===== src/rtl/quad_dac_latch_pkg.sv =====
// Constants shared by the quad converter latch control.
package quad_dac_latch_pkg;

	localparam int unsigned WORD_BITS = 16;
	localparam int unsigned CODE_BITS = 12;
	localparam int unsigned CHANNELS  = 4;

	// Serial word layout, counted from the last bit shifted in.
	localparam int unsigned ADDR_MSB = 15;
	localparam int unsigned ADDR_LSB = 14;
	localparam int unsigned CODE_MSB = 11;
	localparam int unsigned CODE_LSB = 0;

	localparam logic [CODE_BITS-1:0] ZERO_SCALE_CODE = 12'h000;
	localparam logic [CODE_BITS-1:0] MID_SCALE_CODE  = 12'h800;

	localparam logic [1:0] CHANNEL_A = 2'h0;
	localparam logic [1:0] CHANNEL_B = 2'h1;
	localparam logic [1:0] CHANNEL_C = 2'h2;
	localparam logic [1:0] CHANNEL_D = 2'h3;

	// Bit positions of the pin inputs inside the synchroniser vectors.
	localparam int unsigned PIN_COUNT      = 7;
	localparam int unsigned PIN_SCLK       = 0;
	localparam int unsigned PIN_SDATA      = 1;
	localparam int unsigned PIN_CS_N       = 2;
	localparam int unsigned PIN_LOAD_N     = 3;
	localparam int unsigned PIN_UPDATE_N   = 4;
	localparam int unsigned PIN_RESET_N    = 5;
	localparam int unsigned PIN_RESET_SEL  = 6;

	localparam logic [PIN_COUNT-1:0] PIN_IDLE = 7'h3c;

	typedef logic [CODE_BITS-1:0] code_t;

endpackage : quad_dac_latch_pkg


===== src/rtl/quad_dac_register_latch_control.sv =====
// Serial input, double-buffered register control of a four-channel 12-bit converter.
//
// Overview of operation
// Update pin low: all four DAC registers follow inputs; high: they hold.
// Load pin low: addressed input register follows shifted code; high: it holds.
// Reset pin low forces all input and DAC registers to reset code.
// Reset code is 000 with select low, 800 with select high.
// Serial word is 16 bits: address, two unused, 12-bit code MSB first.
// Address 00/01/10/11 selects input register A/B/C/D.
// Shift on serial clock rise only with select low, load and reset high.
// After reset release, latched registers keep the reset code until loaded.
// Load and update low together pass a new code straight to DAC register.
`timescale 1ns/1ps

module quad_dac_register_latch_control
	import quad_dac_latch_pkg::*;
(
	input  wire logic  clock,
	input  wire logic  resetn,
	input  wire logic  serial_clock,
	input  wire logic  serial_data_in,
	input  wire logic  chip_select_n,
	input  wire logic  input_load_n,
	input  wire logic  update_all_n,
	input  wire logic  device_reset_n,
	input  wire logic  reset_code_select,
	output code_t      dac_code_a,
	output code_t      dac_code_b,
	output code_t      dac_code_c,
	output code_t      dac_code_d
);

	logic [PIN_COUNT-1:0] pin_meta;
	logic [PIN_COUNT-1:0] pin_sync;
	logic                 sclk_prev;
	logic [WORD_BITS-1:0] shift_word;
	code_t                input_a;
	code_t                input_b;
	code_t                input_c;
	code_t                input_d;

	logic                 sclk_rise;
	logic                 cs_active;
	logic                 shift_enable;
	logic                 load_active;
	logic                 update_active;
	logic                 reset_active;
	logic [1:0]           word_addr;
	code_t                word_code;
	code_t                reset_code;

	// Reset code chosen by the synchronised select pin.
	function automatic code_t pick_reset_code(input logic select_high);
		pick_reset_code = select_high ? MID_SCALE_CODE : ZERO_SCALE_CODE;
	endfunction : pick_reset_code

	// True when the address field of the shifted word names this channel.
	function automatic logic selects_channel(
		input logic [1:0] addr,
		input logic [1:0] channel
	);
		selects_channel = (addr == channel);
	endfunction : selects_channel

	// Next value of one input register. Reset outranks loading, and a register
	// that is not loaded keeps whatever it holds, the reset code included.
	function automatic code_t next_input_code(
		input code_t held,
		input code_t shifted,
		input logic  do_reset,
		input logic  do_load,
		input code_t reset_value
	);
		if (do_reset) begin
			next_input_code = reset_value;
		end else if (do_load) begin
			next_input_code = shifted;
		end else begin
			next_input_code = held;
		end
	endfunction : next_input_code

	// Next value of one DAC register, with the same priorities as above.
	function automatic code_t next_dac_code(
		input code_t held,
		input code_t staged,
		input logic  do_reset,
		input logic  do_update,
		input code_t reset_value
	);
		if (do_reset) begin
			next_dac_code = reset_value;
		end else if (do_update) begin
			next_dac_code = staged;
		end else begin
			next_dac_code = held;
		end
	endfunction : next_dac_code

	// Every pin comes from the host's domain, so all pass two flip-flops together.
	// Keeping clock and data in one vector keeps their delay equal, so the data
	// seen at a detected clock edge is the data that stood at that edge.
	always_ff @(posedge clock or negedge resetn) begin
		if (!resetn) begin
			pin_meta <= PIN_IDLE;
			pin_sync <= PIN_IDLE;
		end else begin
			pin_meta <= {reset_code_select, device_reset_n, update_all_n, input_load_n,
				chip_select_n, serial_data_in, serial_clock};
			pin_sync <= pin_meta;
		end
	end

	always_ff @(posedge clock or negedge resetn) begin
		if (!resetn) begin
			sclk_prev <= 1'b0;
		end else begin
			sclk_prev <= pin_sync[PIN_SCLK];
		end
	end

	assign sclk_rise     = pin_sync[PIN_SCLK] && !sclk_prev;
	assign cs_active     = !pin_sync[PIN_CS_N];
	assign load_active   = !pin_sync[PIN_LOAD_N];
	assign update_active = !pin_sync[PIN_UPDATE_N];
	assign reset_active  = !pin_sync[PIN_RESET_N];
	assign reset_code    = pick_reset_code(pin_sync[PIN_RESET_SEL]);

	// Shifting is blocked while loading so the addressed word cannot change
	// under a transparent input register.
	assign shift_enable  = sclk_rise && cs_active && !load_active && !reset_active;

	// Address and code fields of the last sixteen bits shifted in. Extra rises
	// simply push the oldest bits out, so only the last sixteen count.
	assign word_addr     = shift_word[ADDR_MSB:ADDR_LSB];
	assign word_code     = shift_word[CODE_MSB:CODE_LSB];

	always_ff @(posedge clock or negedge resetn) begin
		if (!resetn) begin
			shift_word <= '0;
		end else if (shift_enable) begin
			shift_word <= {shift_word[WORD_BITS-2:0], pin_sync[PIN_SDATA]};
		end
	end

	// One input register per channel. Only the addressed one follows the shift
	// word while loading; the others hold.
	always_ff @(posedge clock or negedge resetn) begin
		if (!resetn) begin
			input_a <= ZERO_SCALE_CODE;
		end else begin
			input_a <= next_input_code(input_a, word_code, reset_active,
				load_active && selects_channel(word_addr, CHANNEL_A), reset_code);
		end
	end

	always_ff @(posedge clock or negedge resetn) begin
		if (!resetn) begin
			input_b <= ZERO_SCALE_CODE;
		end else begin
			input_b <= next_input_code(input_b, word_code, reset_active,
				load_active && selects_channel(word_addr, CHANNEL_B), reset_code);
		end
	end

	always_ff @(posedge clock or negedge resetn) begin
		if (!resetn) begin
			input_c <= ZERO_SCALE_CODE;
		end else begin
			input_c <= next_input_code(input_c, word_code, reset_active,
				load_active && selects_channel(word_addr, CHANNEL_C), reset_code);
		end
	end

	always_ff @(posedge clock or negedge resetn) begin
		if (!resetn) begin
			input_d <= ZERO_SCALE_CODE;
		end else begin
			input_d <= next_input_code(input_d, word_code, reset_active,
				load_active && selects_channel(word_addr, CHANNEL_D), reset_code);
		end
	end

	// The system reset may only load constants, so it always clears to zero
	// scale; the selectable reset code comes only through the device reset pin.
	// The DAC registers are the outputs themselves and follow the input registers
	// one clock behind, so with both controls low a fresh code needs one more clock.
	always_ff @(posedge clock or negedge resetn) begin
		if (!resetn) begin
			dac_code_a <= ZERO_SCALE_CODE;
		end else begin
			dac_code_a <= next_dac_code(dac_code_a, input_a, reset_active, update_active,
				reset_code);
		end
	end

	always_ff @(posedge clock or negedge resetn) begin
		if (!resetn) begin
			dac_code_b <= ZERO_SCALE_CODE;
		end else begin
			dac_code_b <= next_dac_code(dac_code_b, input_b, reset_active, update_active,
				reset_code);
		end
	end

	always_ff @(posedge clock or negedge resetn) begin
		if (!resetn) begin
			dac_code_c <= ZERO_SCALE_CODE;
		end else begin
			dac_code_c <= next_dac_code(dac_code_c, input_c, reset_active, update_active,
				reset_code);
		end
	end

	always_ff @(posedge clock or negedge resetn) begin
		if (!resetn) begin
			dac_code_d <= ZERO_SCALE_CODE;
		end else begin
			dac_code_d <= next_dac_code(dac_code_d, input_d, reset_active, update_active,
				reset_code);
		end
	end

endmodule : quad_dac_register_latch_control


===== config.mk =====
export PLATFORM = sky130hd
export DESIGN_NAME = quad_dac_register_latch_control
export DESIGN_NICKNAME = d
export VERILOG_FILES = /design/src/rtl/quad_dac_latch_pkg.sv /design/src/rtl/quad_dac_register_latch_control.sv
export SDC_FILE = /design/constraint.sdc
export NUM_CORES = 1
export LEC_CHECK = 0
export BUFFER_PORTS_ARGS = -buffer_cell sky130_fd_sc_hd__buf_2
export CAP_MARGIN = 25
export CORE_ASPECT_RATIO = 1.75
export CORE_UTILIZATION = 58
export DETAILED_ROUTE_END_ITERATION = 12
export PLACE_DENSITY = 0.85
export SLEW_MARGIN = 20
export SYNTH_ARGS = -nofsm -noshare
export SYNTH_HDL_FRONTEND = slang
export SYNTH_SLANG_ARGS = --single-unit

===== constraint.sdc =====
create_clock -name clock -period 2.07 [get_ports clock]
set_input_delay 0.3105 -clock clock [delete_from_list [all_inputs] [get_ports clock]]
set_output_delay 0.3105 -clock clock [all_outputs]
set_load 0.02 [all_outputs]

Yosys cells after proc, flatten, opt, wreduce, memory -nomap -nowiden
Cells that the tools add are included.

cells by class
  magnitude comparators = 0
  multipliers = 0
  bitwise logic cells = 0
  shift operators = 0
  reductions and logical operators = 12
  eq/ne operators = 8
  divide/modulo/power cells = 0
  muxes and demuxes = 17
  add/subtract/negate cells = 0

operator list
  kind                                                                     number
  12-bit 2-to-1 mux                                                        17
  1-bit logical AND                                                        8
  2-bit by 1-bit inequality test with 1-bit output, second input constant  4
  2-bit equality test, second input constant                               2
  1-bit zero test                                                          3
  2-bit by 1-bit equality test with 1-bit output, second input constant    1
  2-bit zero test                                                          1
  2-bit inequality test, second input constant                             1

storage, ports and cells
  bits of input ports = 9
  RAM bits = 0
  bits in latches = 0
  register bits after elaboration = 127
  memories kept = 0
  bits in read-only memories = 0

Longest topological paths before layout
Gate-level depths: netlist of run 1.

  word-level depth = 5
  mapped depth = 5
  gate-level depth less buffers = 3

Worst setup path after synthesis of run 1
No wires, ideal clock.

  kind = flip-flop to flip-flop
  start = register pin_sync[3]
  end = register shift_word[10]
  required time = 1945 ps
  cell stages (with the launch flop) = 5
  slack = 586 ps
  setup time = 125 ps
  buffers on the path = 1
  arrival = 1359 ps
  clock period less this slack = 1484 ps
  cells stage by stage = dfstp_2 -> and4bb_1 -> nand2_2 -> buf_6 -> mux2_4

on the way
  word-level cells in the longest chain between the ends = 2

RTL lines
  what                             RTL line                                text
  start, declared                  quad_dac_register_latch_control.sv:34   logic [PIN_COUNT-1:0] pin_sync;
  start signal, assigned           quad_dac_register_latch_control.sv:110  pin_sync <= pin_meta;
  1-bit logical AND (2 in series)  quad_dac_register_latch_control.sv:131  assign shift_enable = sclk_rise && cs_active && !load_active && !reset_active;
  end signal, assigned             quad_dac_register_latch_control.sv:142  shift_word <= {shift_word[WORD_BITS-2:0], pin_sync[PIN_SDATA]};
  end, declared                    quad_dac_register_latch_control.sv:36   logic [WORD_BITS-1:0] shift_word;

No other way between the ends.
A chain may end at the register's enable or synchronous reset.

Worst setup path in the final report of run 1
  start = register pin_sync[3]
  end = register shift_word[13]

The elaborated chain is that of the path after synthesis.

==> impl_metrics.env, run 1 <==
export IMPL_outcome="completed"
export IMPL_synth_cell_types=24
export IMPL_cts_tree="yes"
export IMPL_grt_pass1_wl_um=16500
export IMPL_wl_per_cell_um=15.9
export IMPL_rsz0062_at_grt="no"
export IMPL_drive_above_1_share=0.242
export IMPL_grt_pass1_vias=3387
export IMPL_initial_utilization=0.593
export IMPL_synth_common_cells="dfrtp_1, nand2_1, mux2i_1"
export IMPL_gp_congestion=0.784
export IMPL_netlist_area_sq_um=5110
export IMPL_synthFlopType="dfrtp_1"
export IMPL_hold_start="pin_meta[1]$_DFF_PN0_"
export IMPL_drtIter0Drc=190
export IMPL_vias=3298
export IMPL_grt_met3_usage=0.0680
export IMPL_postCtsSetupBuffers=0
export IMPL_fin_skew_ns=0.00931
export IMPL_start_kind="flop"
export IMPL_use_met1=0.291
export IMPL_firstDrtPassIters=4
export IMPL_powerDensity_nw_per_um2=918
export IMPL_yosysSeqAreaShare=0.624
export IMPL_layout_nets=496
export IMPL_grtUsageTotal=0.247
export IMPL_cts_root_buffer="clkbuf_16"
export IMPL_finalCritPeriodShare=0.791
export IMPL_yosysMostFrequentCell="dfrtp_1"
export IMPL_synthTopCellsByArea="dfrtp_1, mux2i_1, nand2_1"
export IMPL_clockBufferDepth=2
export IMPL_syn2layout_area_growth_pct=20.8
export IMPL_hp_class="reg -> reg"
export IMPL_synth_top_area_cell="dfrtp_1"
export IMPL_synthAdderAreaFrac=0
export IMPL_dpl_hpwl_um=6250
export IMPL_ys_warn_count=0
export IMPL_fill_cells=592
export IMPL_htree_levels=4
export IMPL_syn_inst=421
export IMPL_portBuffers=56
export IMPL_arrival_ns=1.93
export IMPL_cp_startpoint="pin_sync[3]$_DFF_PN1_"
export IMPL_drc=0
export IMPL_yosys_area_share_simple=0.142
export IMPL_syn_num_nets=430
export IMPL_fin_tns_setup_ns=0
export IMPL_synthArstFlopShare=1.00
export IMPL_ant_nets=0
export IMPL_ys_seq_elements=127
export IMPL_period_needed_ns=1.64
export IMPL_cap_viol_max_count=0
export IMPL_via_per_inst=5.35
export IMPL_grt_max_degree=98
export IMPL_dieArea_sq_um=9210
export IMPL_clkLatencyLatePin_ns=0.41
export IMPL_cts_buffers=17
export IMPL_ir_worst_vdd_mv=0.849
export IMPL_die_y_um=126
export IMPL_clk_pin_slew_ns=0.05
export IMPL_worstSetupEndpointType="flop"
export IMPL_slew_viol_final=0
export IMPL_worstReg2RegStart="pin_sync[3]$_DFF_PN1_"
export IMPL_syn_avg_cell_area_sq_um=12.1
export IMPL_antenna_cells=0
export IMPL_antenna_found_initial=0
export IMPL_worstMarginPinSlew_ns=0.593
export IMPL_core_sq_um=8610
export IMPL_synth_xor_area_frac=0
export IMPL_synth_edf_count=0
export IMPL_leakage_uw=0.00299
export IMPL_maxSlewHeadroom=0.604
export IMPL_row_count=45
export IMPL_worst_ep_required_time_ns=2.36
export IMPL_critical_path_class="reg -> reg"
export IMPL_synth_compound_gate_area_share=0.0734
export IMPL_wl_um=9820
export IMPL_busiest_layer="met2"
export IMPL_grt_ovfl_total=0
export IMPL_cp_max_fo=16
export IMPL_setup_viol=0
export IMPL_synth_top_area_frac=0.583
export IMPL_synth_top_family_by_area="simple AND/OR/NAND/NOR gates"
export IMPL_synthMuxAreaShare=0.137
export IMPL_die_w_um=73.0
export IMPL_max_freq_mhz=611
export IMPL_hold_viol=0
export IMPL_utilization=0.717
export IMPL_design_portCount=57
export IMPL_met2_usage=0.399
export IMPL_clock_sinks=127
worst max-delay path: stages (launching register included):
cell	delay, ns
dfstp_2	0.60
and4bb_1	0.23
nand2_2	0.28
mux2_4	0.39
state kept, by name, indices dropped and copies added, names as in the netlist:
register	cells
input_b	12
pin_meta	7
dac_code_b	12
input_c	12
dac_code_a	12
input_a	12
pin_sync	7
input_d	12
sclk_prev	1
dac_code_d	12
shift_word	16
dac_code_c	12
per-stage QoR:
step / hold slack [ns] / instance area, sq um / power [uW] / setup slack (ns) / instances
final: 0.348 / 6170 / 5670 / 0.433 / 617
after global routing: 0.355 / 6170 / 5860 / 0.365 / 617
after CTS: 0.353 / 6170 / 5720 / 0.434 / 617
after detailed placement: 0.341 / 5520 / 2880 / 0.440 / 577
after global placement: 0.332 / 5520 / 2870 / 0.515 / 577
after floorplan: 0.0149 / 5110 / 2760 / 0.586 / 421
cell type report:
| type | count | area [sq um] | area share |
|---|---|---|---|
| flip-flops and latches | 127 | 3190 | 0.516 |
| multi-input cells | 267 | 1800 | 0.292 |
| clock buffers | 27 | 523 | 0.0847 |
| repair buffers | 74 | 463 | 0.0750 |
| well taps | 117 | 146 | 0.0237 |
| clock inverters | 5 | 52.6 | 0.00851 |
cells by family after synthesis:
group / after synthesis
AO/OA/AOI/OAI: 52
buffers and inverters: 27
flip-flops: 127
multiplexers: 64
AND/OR/NAND/NOR: 151
routing by layer:
layer	wire length, um	up-vias
met3	441	23
met1	3830	1652
met2	5250	94
met4	291	0
met5	0	-
li1	-	1529
report_power, final:
group / internal, uW / leakage, uW / switching (uW)
combinational: 107 / 0.00100 / 142
clock: 1830 / 0.000283 / 984
sequential: 2550 / 0.00170 / 52.4
cells in the final DEF (no fill, tap or decap), drive strengths merged:
master       netlist  final
nand2             97     97
clkinvlp           0      1
nor3b              2      2
nor3               1      1
clkinv             0      3
nor2b             44     44
nor2               1      1
buf                9     66
a21boi            44     44
and4bb             1      1
dfrtp            119    119
mux2              16     16
mux2i             48     48
or3                1      1
and3b              1      1
dlygate4sd3        0      8
a31oi              4      4
nand3b             1      1
or3b               2      2
clkbuf            18     27
bufinv             0      1
dfstp              8      8
a21oi              4      4
path summary, 6_finish.rpt:
kind | endpoint | slack [ns] | cells past startpoint
max | shift_word[13]$_DFFE_PN0P_ | 0.43 | 3
min | pin_sync[1]$_DFF_PN0_ | 0.35 | 0
max reg2reg | shift_word[13]$_DFFE_PN0P_ | 0.43 | 3
min reg2reg | pin_sync[1]$_DFF_PN0_ | 0.35 | 0
max in group asynchronous | input_c[5]$_DFFE_PN0P_ | 0.88 | 3
min in group asynchronous | dac_code_a[9]$_DFFE_PN0P_ | 0.43 | 2
repair_timing:
item	CTS	global route
resized for setup	0	0
endpoints found under the hold margin	46	0
hold buffers	8	0
No activity file was read; power rests on OpenSTA's default activity.
==> inputs of run 2 (changes only) <==
--- a/config.mk
+++ b/config.mk
@@ -8,9 +8,9 @@
 export BUFFER_PORTS_ARGS = -buffer_cell sky130_fd_sc_hd__buf_2
 export CAP_MARGIN = 25
 export CORE_ASPECT_RATIO = 1.75
-export CORE_UTILIZATION = 58
+export CORE_UTILIZATION = 52
 export DETAILED_ROUTE_END_ITERATION = 12
-export PLACE_DENSITY = 0.85
+export PLACE_DENSITY = 0.81
 export SLEW_MARGIN = 20
 export SYNTH_ARGS = -nofsm -noshare
 export SYNTH_HDL_FRONTEND = slang
==> constraint.sdc (replaced) <==
create_clock -name clock -period 1.5 [get_ports clock]
set_input_delay 0.225 -clock clock [delete_from_list [all_inputs] [get_ports clock]]
set_output_delay 0.225 -clock clock [all_outputs]
set_load 0.02 [all_outputs]
==> run 2 against run 1 <==
Compared with the run above: routed wire length rose by 2.7%; critical path depth increased by 1; flip-flop and latch count did not move; final area increased by 2.3%; combinational power is 49% higher; critical endpoint is now shift_word[10]$_DFFE_PN0P_.
==> impl_metrics.env, run 2 (synthesized netlist as in run 1, its figures left out) <==
export IMPL_portBuffers=56
export IMPL_worstMarginPinSlew_ns=0.543
export IMPL_period_needed_ns=1.47
export IMPL_arrival_ns=1.76
export IMPL_vias=3279
export IMPL_syn2layout_area_growth_pct=23.6
export IMPL_clock_sinks=127
export IMPL_gp_congestion=0.836
export IMPL_cp_startpoint="pin_sync[3]$_DFF_PN1_"
export IMPL_grt_pass1_vias=3308
export IMPL_grt_met3_usage=0.0486
export IMPL_setup_ws_ns=0.0275
export IMPL_max_freq_mhz=679
export IMPL_drive_above_1_share=0.257
export IMPL_initial_utilization=0.537
export IMPL_dieArea_sq_um=10200
export IMPL_critical_path_class="reg -> reg"
export IMPL_drtIter0Drc=171
export IMPL_slew_viol_final=0
export IMPL_row_count=47
export IMPL_grt_ovfl_total=0
export IMPL_layout_common_cells="dfrtp_1, nand2_1, buf_2"
export IMPL_worst_ep_required_time_ns=1.79
export IMPL_core_sq_um=9530
export IMPL_met2_usage=0.362
export IMPL_r2r_cells=4
export IMPL_cts_buffers=17
export IMPL_dp_cells=586
export IMPL_wl_um=10100
export IMPL_grtUsageTotal=0.215
export IMPL_cts_root_buffer="clkbuf_16"
export IMPL_clk_pin_slew_ns=0.05
export IMPL_hold_viol=0
export IMPL_die_w_um=76.9
export IMPL_via_per_inst=5.23
export IMPL_maxSlewHeadroom=0.637
export IMPL_ant_nets=0
export IMPL_seq_area_sq_um=3190
export IMPL_design_portCount=57
export IMPL_fill_cells=718
export IMPL_r2r_slack_ns=0.03
export IMPL_multi_input_area_sq_um=1800
export IMPL_ir_worst_vdd_mv=0.928
export IMPL_start_kind="flop"
export IMPL_setup_viol=0
export IMPL_outcome="completed"
export IMPL_layout_nets=501
export IMPL_final_area_sq_um=6320
export IMPL_place_area_sq_um=5640
export IMPL_die_y_um=133
export IMPL_regMostFlops="shift_word"
export IMPL_busiest_layer="met2"
export IMPL_grt_max_degree=51
export IMPL_htree_levels=4
export IMPL_worstReg2RegStart="pin_sync[3]$_DFF_PN1_"
export IMPL_final_common_cell="dfrtp_1"
export IMPL_cp_max_fo=16
export IMPL_drc=0
export IMPL_finalCritPeriodShare=0.982
export IMPL_grt_pass1_wl_um=16500
export IMPL_clkLatencyLatePin_ns=0.41
export IMPL_hp_class="in -> async"
export IMPL_largest_register_ffs=16
export IMPL_powerDensity_nw_per_um2=1260
export IMPL_cts_tree="yes"
export IMPL_total_power_uw=7940
export IMPL_cp_endpoint="shift_word[10]$_DFFE_PN0P_"
export IMPL_cap_viol_max_count=0
export IMPL_reg2reg_to="shift_word[10]$_DFFE_PN0P_"
export IMPL_clockBufferDepth=2
export IMPL_instances_no_fill=627
export IMPL_firstDrtPassIters=4
export IMPL_wl_per_cell_um=16.1
export IMPL_worstSetupEndpointType="flop"
export IMPL_antenna_found_initial=0
export IMPL_antenna_cells=0
export IMPL_leakage_uw=0.00305
export IMPL_use_met1=0.252
export IMPL_dp_slack_ns=0.00279
export IMPL_dpl_hpwl_um=6840
export IMPL_rsz0062_at_grt="yes"
export IMPL_fin_skew_ns=0.00768
[run 2: final cells by class]
| type | instances | share of cell area |
|---|---|---|
| Sequential cell | 127 | 0.505 |
| Multi-Input combinational cell | 267 | 0.286 |
| Timing Repair Buffer | 79 | 0.0931 |
| Clock buffer | 21 | 0.0745 |
| Tap cell | 122 | 0.0242 |
| Clock inverter | 11 | 0.0182 |
[run 2: through the flow]
stage	TNS, ns	hold slack, ns	utilization
after floorplan	0	-0.0706	-
after global placement	0	0.216	0.592
after detailed placement	0	0.224	0.592
after CTS	0	0.321	0.663
after global routing	-0.160	0.356	0.663
final	0	0.335	0.663
[run 2: power breakdown]
group	switching (uW)	internal, uW
clock network	1410	2560
registers	85.0	3510
logic	200	170
[run 2: worst max-delay path: stages (launching register included)]
cell and delay (ns):
dfstp_2 0.58, and4bb_1 0.23, nand2_2 0.07, buf_12 0.16, mux2_4 0.30
[run 2: layer usage]
metal | vias up | part of all wire
li1 | 1540 | -
met1 | 1634 | 0.40
met2 | 80 | 0.54
met3 | 25 | 0.032
met4 | 0 | 0.031
met5 | - | 0
[run 2: how the worst min path moves through the flow]
stage / start / endpoint / slack [ns] / cells past startpoint
after CTS: resetn / pin_meta[1]$_DFF_PN0_ / 0.32 / 2
after detailed placement: resetn / pin_meta[1]$_DFF_PN0_ / 0.22 / 1
final: resetn / pin_sync[1]$_DFF_PN0_ / 0.33 / 2
after global routing: pin_meta[0]$_DFF_PN0_ / pin_sync[0]$_DFF_PN0_ / 0.36 / 0
after floorplan: resetn / dac_code_a[0]$_DFFE_PN0P_ / -0.07 / 0
after global placement: resetn / pin_meta[1]$_DFF_PN0_ / 0.22 / 1
[run 2: timing repair]
action                                 CTS  global route
gates resized for setup                  0             1
pin swaps                                0             1
setup endpoints to repair                7            22
setup buffers                            1             0
hold buffers                             8             0
endpoints found under the hold margin   32             0
==> inputs of run 3 (changes only) <==
--- a/config.mk
+++ b/config.mk
@@ -11,6 +11,7 @@
 export CORE_UTILIZATION = 52
 export DETAILED_ROUTE_END_ITERATION = 12
 export PLACE_DENSITY = 0.81
+export REMOVE_ABC_BUFFERS = 1
 export SLEW_MARGIN = 20
 export SYNTH_ARGS = -nofsm -noshare
 export SYNTH_HDL_FRONTEND = slang
==> run 3 against run 2 <==
Compared with the run above: setup slack gained 0.020 ns; clock power up 4%; count of clock-buffer cells in the layout increased by 6; register-to-register slack gained 0.02 ns; total power increased by 1.9%; flip-flop and latch count did not move; final area down 0.18%.
==> impl_metrics.env, run 3 (synthesized netlist as in run 1, its figures left out) <==
export IMPL_clock_sinks=127
export IMPL_vias=3273
export IMPL_slew_viol_final=0
export IMPL_r2r_slack_ns=0.05
export IMPL_antenna_found_initial=0
export IMPL_grt_pass1_vias=3340
export IMPL_grt_pass1_wl_um=16900
export IMPL_syn2layout_area_growth_pct=23.4
export IMPL_powerDensity_nw_per_um2=1280
export IMPL_worstReg2RegStart="pin_sync[3]$_DFF_PN1_"
export IMPL_maxSlewHeadroom=0.563
export IMPL_ir_worst_vdd_mv=0.907
export IMPL_cap_viol_max_count=0
export IMPL_swShare=0.206
export IMPL_setup_viol=0
export IMPL_die_y_um=133
export IMPL_hold_viol=0
export IMPL_cts_tree="yes"
export IMPL_final_common_cell="dfrtp_1"
export IMPL_portBuffers=56
export IMPL_drtIter0Drc=181
export IMPL_layout_common_cells="dfrtp_1, nand2_1, buf_2"
export IMPL_instances_no_fill=625
export IMPL_slowest_stage="dfstp_2"
export IMPL_use_met1=0.256
export IMPL_dieArea_sq_um=10200
export IMPL_period_needed_ns=1.45
export IMPL_layout_nets=499
export IMPL_grt_ovfl_total=0
export IMPL_dpl_hpwl_um=6460
export IMPL_hp_class="in -> async"
export IMPL_wl_per_cell_um=16.2
export IMPL_max_freq_mhz=688
export IMPL_clkLatencyLatePin_ns=0.42
export IMPL_arrival_ns=1.75
export IMPL_reg2reg_to="shift_word[5]$_DFFE_PN0P_"
export IMPL_htree_levels=4
export IMPL_row_count=47
export IMPL_fin_skew_ns=0.00840
export IMPL_rsz0062_at_grt="no"
export IMPL_crit_chain="and4bb_1, nand2_2, buf_12, mux2_4"
export IMPL_critical_path_class="reg -> reg"
export IMPL_die_w_um=76.9
export IMPL_path_buf_inv=1
export IMPL_drive_above_1_share=0.256
export IMPL_drc=0
export IMPL_comb_power_share=0.044
export IMPL_cts_buffers=17
export IMPL_dp_cells=584
export IMPL_switching_power_uw=1670
export IMPL_start_kind="flop"
export IMPL_firstDrtPassIters=4
export IMPL_worst_ep_required_time_ns=1.79
export IMPL_wl_um=10100
export IMPL_leakage_uw=0.00306
export IMPL_initial_utilization=0.537
export IMPL_grt_max_degree=58
export IMPL_met2_usage=0.366
export IMPL_total_power_uw=8090
export IMPL_clkPwrFrac=0.511
export IMPL_regMostFlops="shift_word"
export IMPL_holdWs_ns=0.244
export IMPL_gp_congestion=0.760
export IMPL_worstSetupEndpointType="flop"
export IMPL_largest_register_ffs=16
export IMPL_via_per_inst=5.24
export IMPL_design_portCount=57
export IMPL_clk_pin_slew_ns=0.06
export IMPL_max_stage_delay_ns=0.58
export IMPL_intPower_uw=6420
export IMPL_busiest_layer="met2"
export IMPL_path_delay_family="flip-flops"
export IMPL_finalCritPeriodShare=0.969
export IMPL_cts_root_buffer="clkbuf_16"
export IMPL_ant_nets=0
export IMPL_outcome="completed"
export IMPL_grt_met3_usage=0.0781
export IMPL_worstMarginPinSlew_ns=0.653
export IMPL_clockBufferDepth=2
export IMPL_grtUsageTotal=0.220
export IMPL_antenna_cells=0
export IMPL_core_sq_um=9530
export IMPL_cp_max_fo=16
export IMPL_r2r_cells=4
export IMPL_p_seq_frac=0.445
==> run 3: cell types whose count changed in the layout (fill, tap and decap cells not counted), moves of 2 or more <==
cell        delta
clkbuf_8       +4
clkinvlp_4     -4
buf_12         -2
clkbuf_1       +2
clkinv_2       -2
==> run 3: worst max-delay path by stage <==
stage,start,end,slack [ns],cells after the start
floorplan,pin_sync[5]$_DFF_PN1_,shift_word[10]$_DFFE_PN0P_,-0.51,2
global placement,pin_sync[3]$_DFF_PN1_,shift_word[5]$_DFFE_PN0P_,0.05,4
detailed placement,pin_sync[3]$_DFF_PN1_,shift_word[8]$_DFFE_PN0P_,0.03,4
CTS,pin_sync[3]$_DFF_PN1_,shift_word[8]$_DFFE_PN0P_,0.01,4
global route,pin_sync[3]$_DFF_PN1_,shift_word[8]$_DFFE_PN0P_,0.003,4
finish,pin_sync[3]$_DFF_PN1_,shift_word[5]$_DFFE_PN0P_,0.05,4
==> run 3: power groups by stage <==
stage | clock, uW | combinational [uW] | sequential [uW]
after floorplan | 0 | 128 | 3670
after global placement | 0 | 332 | 3650
after detailed placement | 0 | 342 | 3650
after CTS | 4180 | 360 | 3600
after global routing | 4380 | 392 | 3600
final | 4130 | 358 | 3600
==> run 3: layout make-up <==
type | count | area, sq um
clock buffers | 27 | 533
fillers | 731 | 3220
flip-flops and latches | 127 | 3190
repair buffers | 77 | 546
well taps | 122 | 153
multi-input cells | 267 | 1810
clock inverters | 5 | 75.1
==> run 3: layer usage <==
metal / part of all wire / vias up
met5: 0 / -
met3: 0.047 / 21
met4: 0.025 / 0
li1: - / 1536
met1: 0.40 / 1625
met2: 0.53 / 91
==> run 3: metrics by stage <==
step,utilization,setup slack [ns],area (sq um),setup TNS (ns)
floorplan,-,-0.507,4990,-18.33
global placement,0.588,0.0528,5600,0
detailed placement,0.588,0.0276,5600,0
CTS,0.660,0.0113,6290,0
global route,0.662,0.00308,6310,0
finish,0.662,0.0472,6310,0
==> run 3: what timing repair did <==
item / in CTS / in global routing
setup buffers: 0 / 1
hold buffers: 8 / 0
hold endpoints to repair: 25 / 0
setup endpoints to repair: 0 / 31
resized for setup: 0 / 4
